`config.mk`:
```
export PLATFORM = sky130hd
export DESIGN_NAME = rbc_reset_boot_clock
export DESIGN_NICKNAME = d
export VERILOG_FILES = /design/src/hdl/rbc_pkg.sv /design/src/hdl/rbc_rel_if.sv /design/src/hdl/rbc_release_counter.sv /design/src/hdl/rbc_reset_boot_clock.sv
export SDC_FILE = /design/constraint.sdc
export NUM_CORES = 1
export LEC_CHECK = 0
export BUFFER_PORTS_ARGS = -buffer_cell sky130_fd_sc_hd__buf_2
export CORE_ASPECT_RATIO = 1.1
export CORE_UTILIZATION = 40
export CTS_BUF_LIST = sky130_fd_sc_hd__clkbuf_16
export DETAILED_ROUTE_END_ITERATION = 12
export GPL_TIMING_DRIVEN = 0
export PLACE_DENSITY = 0.69
export SLEW_MARGIN = 20
export SYNTH_ARGS = -nofsm -noshare
export SYNTH_HDL_FRONTEND = slang
export SYNTH_SLANG_ARGS = --single-unit
```
`constraint.sdc`:
```
create_clock -name sys_clk -period 2.2 [get_ports sys_clk]
set_clock_uncertainty 0.15 [all_clocks]
set_input_delay 0.55 -clock sys_clk [delete_from_list [all_inputs] [get_ports sys_clk]]
set_output_delay 0.55 -clock sys_clk [all_outputs]
set_load 0.02 [all_outputs]
```
`src/hdl/rbc_pkg.sv`:
```
// Shared constants and types of the reset, boot and clock source block
package rbc_pkg;

  localparam int DATA_W = 16;
  localparam int ADDR_W = 4;

  // Register offsets
  localparam logic [ADDR_W-1:0] REG_PULLUP_DISABLE = 4'h0;
  localparam logic [ADDR_W-1:0] REG_OSC_CONTROL = 4'h1;
  localparam logic [ADDR_W-1:0] REG_BOOT_STATUS = 4'h2;
  localparam logic [ADDR_W-1:0] REG_RESET_CAUSE = 4'h3;
  localparam logic [ADDR_W-1:0] REG_RESET_CONTROL = 4'h4;

  // Pull-up disable register fields
  localparam int PUD_RESET_BIT = 0;
  localparam int PUD_BOOT_BIT = 1;
  localparam int PUD_MEMMODE_BIT = 2;
  localparam logic [2:0] PUD_RESET_VALUE = 3'h0;

  // Oscillator control register fields
  localparam int OSC_DRIVE_BIT = 0;
  localparam logic OSC_DRIVE_RESET_VALUE = 1'b0;

  // Boot status register fields
  localparam int STS_BOOT_EXT_BIT = 0;
  localparam int STS_ADDR20_BIT = 1;
  localparam int STS_SECURED_BIT = 2;
  localparam int STS_CLOCK_INPUT_MODE_BIT = 3;
  localparam int STS_CLKSRC_LSB = 4;

  // Reset cause register fields
  localparam int CAUSE_POWERON_BIT = 0;
  localparam int CAUSE_PIN_BIT = 1;
  localparam int CAUSE_SOFT_BIT = 2;
  localparam logic [2:0] CAUSE_RESET_VALUE = 3'h1;

  // Reset control register fields
  localparam int CTRL_SOFT_RESET_BIT = 0;

  // Cycles between the last reset source going away and the release
  localparam int RELEASE_CYCLES_DEFAULT = 64;

  // Level of the boot straps when they are not bonded out
  localparam logic STRAP_TIE_LEVEL = 1'b0;

  typedef enum logic [1:0] {
    ST_HOLD = 2'b00,
    ST_RELEASE = 2'b01,
    ST_RUN = 2'b11
  } rbc_state_e;

  typedef enum logic [1:0] {
    SRC_RESONATOR = 2'b00,
    SRC_CRYSTAL = 2'b01,
    SRC_EXT_CLOCK = 2'b10
  } rbc_clksrc_e;

endpackage

```
`src/hdl/rbc_rel_if.sv`:
```
// Handshake between the reset sequencer and its release counter
`timescale 1ns/1ns
interface rbc_rel_if;
  logic run;
  logic done;
  modport ctl (output run, input done);
  modport cnt (input run, output done);
endinterface

```
`src/hdl/rbc_release_counter.sv`:
```
// Counts the fixed reset release delay
`timescale 1ns/1ns
module rbc_release_counter #(
  parameter int CYCLES = rbc_pkg::RELEASE_CYCLES_DEFAULT
) (
  input wire logic clk,
  input wire logic rstN,
  rbc_rel_if.cnt rel
);
  import rbc_pkg::*;

  localparam int CNT_W = $clog2(CYCLES + 1);

  if (CYCLES < 1) begin : gBadCycles
    $error("Release delay must be at least one cycle");
  end

  logic [CNT_W-1:0] count_r;

  // Count while run is high, restart whenever it drops
  always_ff @(posedge clk or negedge rstN) begin
    if (!rstN) begin
      count_r <= '0;
    end else if (!rel.run) begin
      count_r <= '0;
    end else if (count_r != CNT_W'(CYCLES)) begin
      count_r <= count_r + CNT_W'(1);
    end
  end

  assign rel.done = rel.run && (count_r == CNT_W'(CYCLES - 1));

endmodule

```
`src/hdl/rbc_reset_boot_clock.sv`:
```
// Reset sequencer, boot strap capture and oscillator source configuration
//
// The address map and the address-and-strobe port were decided locally.
`timescale 1ns/1ns
module rbc_reset_boot_clock #(
  parameter int RELEASE_CYCLES = rbc_pkg::RELEASE_CYCLES_DEFAULT,
  parameter bit STRAPS_BONDED = 1'b0
) (
  input wire logic sys_clk,
  input wire logic resetn,
  input wire logic extResetN,
  input wire logic testResetN,
  input wire logic externalBootSelect,
  input wire logic externalMemoryMode,
  input wire logic flashSecured,
  input wire logic clockInputMode,
  input wire logic [rbc_pkg::ADDR_W-1:0] regAddr,
  input wire logic [rbc_pkg::DATA_W-1:0] regWdata,
  input wire logic regWrite,
  input wire logic regRead,
  output logic [rbc_pkg::DATA_W-1:0] regRdata,
  output logic resetOutN,
  output logic debugResetN,
  output logic resetPullupEn,
  output logic bootPullupEn,
  output logic memModePullupEn,
  output logic oscDriveSelect,
  output logic bootExternal,
  output logic externalAddr20
);
  import rbc_pkg::*;

  if (RELEASE_CYCLES < 1) begin : gBadRelease
    $error("Release delay must be at least one cycle");
  end

  // Power-on reset release through two flip-flops
  logic porSync1_r;
  logic porSync2_r;
  logic rstN;

  always_ff @(posedge sys_clk or negedge resetn) begin
    if (!resetn) begin
      porSync1_r <= 1'b0;
      porSync2_r <= 1'b0;
    end else begin
      porSync1_r <= 1'b1;
      porSync2_r <= porSync1_r;
    end
  end

  assign rstN = porSync2_r;

  // Register state
  logic resetPullupOff_r;
  logic bootPullupOff_r;
  logic memModePullupOff_r;
  logic oscDrive_r;
  logic [2:0] cause_r;
  logic [2:0] cause_nxt;
  logic softReset_r;
  logic [DATA_W-1:0] rdata_r;
  logic [DATA_W-1:0] rdata_nxt;

  // Sequencer state
  rbc_state_e state_r;
  rbc_state_e state_nxt;
  logic resetOutN_r;
  logic debugResetN_r;
  logic firstRun_r;
  logic anySource;
  logic intReset;

  // Boot straps captured at release
  logic bootExt_r;
  logic addr20_r;
  logic secured_r;

  rbc_rel_if rel ();

  rbc_release_counter #(
    .CYCLES(RELEASE_CYCLES)
  ) u_release (
    .clk(sys_clk),
    .rstN(rstN),
    .rel(rel)
  );

  function automatic logic regHit(input logic [ADDR_W-1:0] addr, input logic [ADDR_W-1:0] offset);
    regHit = (addr == offset);
  endfunction

  // Strap levels seen by the boot logic
  logic bootStrap;
  logic memModeStrap;

  assign bootStrap = STRAPS_BONDED ? externalBootSelect : STRAP_TIE_LEVEL;
  assign memModeStrap = STRAPS_BONDED ? externalMemoryMode : STRAP_TIE_LEVEL;

  // Reset sources: power-on is handled by rstN itself, the pin and software here
  assign anySource = !extResetN || softReset_r;
  assign intReset = (state_r != ST_RUN);
  assign rel.run = (state_r == ST_RELEASE) && !anySource;

  always_comb begin
    state_nxt = state_r;
    case (state_r)
      ST_HOLD: begin
        if (!anySource) begin
          state_nxt = ST_RELEASE;
        end
      end
      ST_RELEASE: begin
        if (anySource) begin
          state_nxt = ST_HOLD;
        end else if (rel.done) begin
          state_nxt = ST_RUN;
        end
      end
      ST_RUN: begin
        if (anySource) begin
          state_nxt = ST_HOLD;
        end
      end
      default: begin
        state_nxt = ST_HOLD;
      end
    endcase
  end

  always_ff @(posedge sys_clk or negedge rstN) begin
    if (!rstN) begin
      state_r <= ST_HOLD;
    end else begin
      state_r <= state_nxt;
    end
  end

  // Reset output driven from the same next state as the sequencer
  always_ff @(posedge sys_clk or negedge rstN) begin
    if (!rstN) begin
      resetOutN_r <= 1'b0;
    end else begin
      resetOutN_r <= (state_nxt == ST_RUN);
    end
  end

  // Debug logic is reset by test reset or power-on, never by the reset pin alone
  always_ff @(posedge sys_clk or negedge rstN) begin
    if (!rstN) begin
      debugResetN_r <= 1'b0;
    end else begin
      debugResetN_r <= testResetN;
    end
  end

  // Boot mode captured once as the internal reset releases
  logic releaseEdge;

  assign releaseEdge = (state_r == ST_RELEASE) && (state_nxt == ST_RUN);

  always_ff @(posedge sys_clk or negedge rstN) begin
    if (!rstN) begin
      bootExt_r <= 1'b0;
    end else if (releaseEdge) begin
      bootExt_r <= bootStrap && !flashSecured;
    end
  end

  // Wide external addressing needs the memory mode strap as well
  always_ff @(posedge sys_clk or negedge rstN) begin
    if (!rstN) begin
      addr20_r <= 1'b0;
    end else if (releaseEdge) begin
      addr20_r <= bootStrap && !flashSecured && memModeStrap;
    end
  end

  // Security state seen at release, kept until the next release
  always_ff @(posedge sys_clk or negedge rstN) begin
    if (!rstN) begin
      secured_r <= 1'b0;
    end else if (releaseEdge) begin
      secured_r <= flashSecured;
    end
  end

  // Marks the first release after power-up
  always_ff @(posedge sys_clk or negedge rstN) begin
    if (!rstN) begin
      firstRun_r <= 1'b0;
    end else if (state_r == ST_RUN) begin
      firstRun_r <= 1'b1;
    end
  end

  // Pull-up disable bits, each cleared by every internal reset
  always_ff @(posedge sys_clk or negedge rstN) begin
    if (!rstN) begin
      resetPullupOff_r <= PUD_RESET_VALUE[PUD_RESET_BIT];
    end else if (intReset) begin
      resetPullupOff_r <= PUD_RESET_VALUE[PUD_RESET_BIT];
    end else if (regWrite && regHit(regAddr, REG_PULLUP_DISABLE)) begin
      resetPullupOff_r <= regWdata[PUD_RESET_BIT];
    end
  end

  always_ff @(posedge sys_clk or negedge rstN) begin
    if (!rstN) begin
      bootPullupOff_r <= PUD_RESET_VALUE[PUD_BOOT_BIT];
    end else if (intReset) begin
      bootPullupOff_r <= PUD_RESET_VALUE[PUD_BOOT_BIT];
    end else if (regWrite && regHit(regAddr, REG_PULLUP_DISABLE)) begin
      bootPullupOff_r <= regWdata[PUD_BOOT_BIT];
    end
  end

  always_ff @(posedge sys_clk or negedge rstN) begin
    if (!rstN) begin
      memModePullupOff_r <= PUD_RESET_VALUE[PUD_MEMMODE_BIT];
    end else if (intReset) begin
      memModePullupOff_r <= PUD_RESET_VALUE[PUD_MEMMODE_BIT];
    end else if (regWrite && regHit(regAddr, REG_PULLUP_DISABLE)) begin
      memModePullupOff_r <= regWdata[PUD_MEMMODE_BIT];
    end
  end

  // Oscillator control register, drive select only
  always_ff @(posedge sys_clk or negedge rstN) begin
    if (!rstN) begin
      oscDrive_r <= OSC_DRIVE_RESET_VALUE;
    end else if (intReset) begin
      oscDrive_r <= OSC_DRIVE_RESET_VALUE;
    end else if (regWrite && regHit(regAddr, REG_OSC_CONTROL)) begin
      oscDrive_r <= regWdata[OSC_DRIVE_BIT];
    end
  end

  // Clock source seen from the mode input and the drive select bit
  rbc_clksrc_e clockSource;

  always_comb begin
    if (clockInputMode) begin
      clockSource = SRC_EXT_CLOCK;
    end else if (oscDrive_r) begin
      clockSource = SRC_CRYSTAL;
    end else begin
      clockSource = SRC_RESONATOR;
    end
  end

  // Software reset request, held until the sequencer is in reset
  always_ff @(posedge sys_clk or negedge rstN) begin
    if (!rstN) begin
      softReset_r <= 1'b0;
    end else if (intReset) begin
      softReset_r <= 1'b0;
    end else if (regWrite && regHit(regAddr, REG_RESET_CONTROL)) begin
      softReset_r <= regWdata[CTRL_SOFT_RESET_BIT];
    end
  end

  // Sticky reset cause, write one to clear, a new cause wins over the clear
  always_comb begin
    cause_nxt = cause_r;
    if (regWrite && regHit(regAddr, REG_RESET_CAUSE)) begin
      cause_nxt = cause_r & ~regWdata[2:0];
    end
    if (!firstRun_r) begin
      cause_nxt[CAUSE_POWERON_BIT] = 1'b1;
    end
    if (!extResetN) begin
      cause_nxt[CAUSE_PIN_BIT] = 1'b1;
    end
    if (softReset_r) begin
      cause_nxt[CAUSE_SOFT_BIT] = 1'b1;
    end
  end

  always_ff @(posedge sys_clk or negedge rstN) begin
    if (!rstN) begin
      cause_r <= CAUSE_RESET_VALUE;
    end else begin
      cause_r <= cause_nxt;
    end
  end

  // Read data, one cycle after the strobe
  always_comb begin
    rdata_nxt = '0;
    case (regAddr)
      REG_PULLUP_DISABLE: begin
        rdata_nxt[PUD_RESET_BIT] = resetPullupOff_r;
        rdata_nxt[PUD_BOOT_BIT] = bootPullupOff_r;
        rdata_nxt[PUD_MEMMODE_BIT] = memModePullupOff_r;
      end
      REG_OSC_CONTROL: begin
        rdata_nxt[OSC_DRIVE_BIT] = oscDrive_r;
      end
      REG_BOOT_STATUS: begin
        rdata_nxt[STS_BOOT_EXT_BIT] = bootExt_r;
        rdata_nxt[STS_ADDR20_BIT] = addr20_r;
        rdata_nxt[STS_SECURED_BIT] = secured_r;
        rdata_nxt[STS_CLOCK_INPUT_MODE_BIT] = clockInputMode;
        rdata_nxt[STS_CLKSRC_LSB +: 2] = clockSource;
      end
      REG_RESET_CAUSE: begin
        rdata_nxt[2:0] = cause_r;
      end
      REG_RESET_CONTROL: begin
        rdata_nxt[CTRL_SOFT_RESET_BIT] = softReset_r;
      end
      default: begin
        rdata_nxt = '0;
      end
    endcase
  end

  always_ff @(posedge sys_clk or negedge rstN) begin
    if (!rstN) begin
      rdata_r <= '0;
    end else if (regRead) begin
      rdata_r <= rdata_nxt;
    end else begin
      rdata_r <= '0;
    end
  end

  assign regRdata = rdata_r;
  assign resetOutN = resetOutN_r;
  assign debugResetN = debugResetN_r;
  assign resetPullupEn = !resetPullupOff_r;
  assign bootPullupEn = !bootPullupOff_r;
  assign memModePullupEn = !memModePullupOff_r;
  assign oscDriveSelect = oscDrive_r;
  assign bootExternal = bootExt_r;
  assign externalAddr20 = addr20_r;

endmodule

```
==> results.cfg <==
[floorplanning]
dieArea_sq_um = 3710
initial_utilization_pct = 41.7
rows = 22
fp.dieH_um = 63.8
core_area_sq_um = 3330
die_x_um = 58.2
ioPinCount = 54

[synth]
synth_top_family_by_area = simple AND/OR/NAND/NOR gates
synth-simple-area-share_pct = 20.5
synth.distinct_cells = 41
synthXorXnorAreaFrac_pct = 1.26
synth-compound-area-share_pct = 12.7
synth_edf_count = 0
synthArstFlopShare_pct = 100
post_synth_fa_ha_maj_area_fraction_pct = 1.80
syn_area_per_cell_sq_um = 10.1
yosysSeqAreaShare_pct = 50.6
synth_top_area_share_pct = 48.7
syn_inst = 137
synth_top_area_cell = dfrtp_1
synth_warnings = 0
synth_ff_type = dfrtp_1
synth_area_sq_um = 1390
synth-seq-cells = 28
muxShareOfSynthArea_pct = 2.34
yosys-top-cells-area = dfrtp_1, buf_4, a21oi_1

[grt]
grt_pass1_wl_um = 4640
first_global_vias = 1015
gr-total-overflow = 0
antenna_found_initial = 0
grt_max_degree = 27
gr-usage-all-layers_pct = 16.2

[power_and_ir_drop]
power_density_nw_per_um2 = 617
max-vdd-ir-drop_mv = 0.250
p_leak_nw = 0.790
total_power_mw = 1.05

[worst_setup_path]
required_ns = 2.24
crit_chain = inv_1, ha_1, or4b_4, or3_1, a21oi_1
endpoint = u_release.count_r[1]
crit_path_end_kind = flip-flop
r2r-end = u_release.count_r[1]
crit_path_max_incr_delay_ns = 0.49
slowest_stage = or4b_4
path_class = reg -> reg
path_buf_inv = 1
cp_top_family = simple AND/OR/NAND/NOR gates
cp_num_cells = 5
regToRegSetupSlack_ns = 0.39
crit_start = u_release.count_r[0]
critPathArrivalTime_ns = 1.85
r2r_start = u_release.count_r[0]
reg2reg_depth = 5
critPathMaxFanout = 6
start_kind = flip-flop

[routing]
routed_wl_um = 2600
drtPass1Iterations = 8
dr_total_vias = 1095
wl_per_cell_um = 11.5
drc = 1
ant_nets = 0
drtIter0Drc = 29
via_per_inst = 4.85

[sta]
report.final.slew_viol_count = 0
hold_violations = 0
min_period_over_period_pct = 82.3
hold_ws_ns = 0.104
max_freq_mhz = 552
period_minus_slack_ns = 1.81
worst_pin_slew_ns = 0.553
tns_ns = 0
rsz0062_at_grt = no
setup-violations-final = 0
relSlewSlack_pct = 63.0

[min_path]
hold_path_class = reg -> async

[final_layout]
drive_gt1_share_pct = 29.2
final_util_pct = 51.2
area_delta_synth_final_pct = 22.8
n_antenna_cell = 0
layout.nets = 211

[status]
violations = DRC
status = finished with violations

[clock_network]
cts_setup_buffers = 0
insertion_delay_ns = 0.26
root_buffer = clkbuf_16
clk_pin_slew_ns = 0.07
htree_levels = 1
cts_tree = done
cts_buffers = 3
clock_path_buffers = 2
cts_num_sinks = 28

[run]
cap_violations = 0

[place]
place_congestion = 0.794
dp_hpwl_um = 1910
io_buffers = 25
## metrics by stage
step / cells / setup WS (ns) / cell area [sq um]
after global routing: 226 / 0.333 / 1700
after CTS: 226 / 0.402 / 1700
after global placement: 221 / 0.318 / 1610
final: 226 / 0.390 / 1700
after detailed placement: 221 / 0.311 / 1610
after floorplan: 148 / 0.506 / 1430
## metal layers
layer	global-route usage [%]	share of wire, %
met1	21.3	45
met2	26.6	50
met3	2.43	3.7
met4	6.25	1.5
met5	0	0
## cell families (layout without fill, tap and decap cells)
kind of cell | Yosys count | in the layout
other | 2 | 13
adder cells (fa/ha/maj) | 2 | 2
buffers and inverters | 25 | 55
AO/OA/AOI/OAI | 29 | 29
AND/OR/NAND/NOR | 46 | 46
XOR/XNOR | 2 | 2
multiplexers | 3 | 3
flip-flops | 28 | 28
## report_power, final
group	switching (mW)	total, mW	internal [mW]
registers	0.0143	0.540	0.525
logic	0.0602	0.106	0.0461
clock network	0.162	0.406	0.243
total	0.237	1.05	0.815
## final cells by class
| class | count | area [sq um] |
|---|---|---|
| fillers | 313 | 1630 |
| flip-flops and latches | 28 | 703 |
| multi-input cells | 95 | 584 |
| repair buffers | 26 | 135 |
| plain buffers | 17 | 113 |
| clock buffers | 3 | 75.1 |
| well taps | 48 | 60.1 |
| inverters | 8 | 30.0 |
| clock inverters | 1 | 3.75 |
## cell usage in the layout, fill, tap and decap left out, drive strengths merged, types with 2 or more instances in the layout
cell	Yosys	final
nor2	5	5
nand4	4	4
nor3	4	4
nand2	5	5
nand2b	4	4
xor2	2	2
ha	2	2
a21bo	2	2
buf	13	38
o21ai	8	8
conb	2	13
nand3	7	7
clkbuf	4	7
a21oi	12	12
or3	3	3
inv	8	8
dfrtp	27	27
mux2	2	2
## Yosys cell counts, types with 2 or more instances
cell	number
dfrtp_1	27
buf_4	13
a21oi_1	12
inv_1	8
o21ai_0	8
nand3_1	7
nand2_1	5
nor2_1	5
clkbuf_1	4
nand2b_1	4
nand4_1	4
nor3_1	4
or3_1	3
a21bo_2	2
conb_1	2
ha_1	2
mux2_2	2
xor2_1	2
## timing repair
action,4_1_cts,5_1_grt
hold buffers,1,0
endpoints found under the hold margin,2,0
endpoints found under the setup margin,0,0
resized for setup,0,0
## sequential cells by signal (all words and copies together), names as in the netlist, 2 cells and up
signal and flops:
cause_r 3, regRdata 5, state_r 2, u_release.count_r 7
## how the worst min path moves through the flow
stage	endpoint	slack, ns	cells past startpoint
floorplan	porSync1_r	0.10	0
global placement	porSync2_r	0.18	1
detailed placement	porSync2_r	0.19	1
CTS	porSync2_r	0.21	0
global route	debugResetN	0.17	0
finish	u_release.count_r[2]	0.10	0
(Power assumes the default switching activity.)
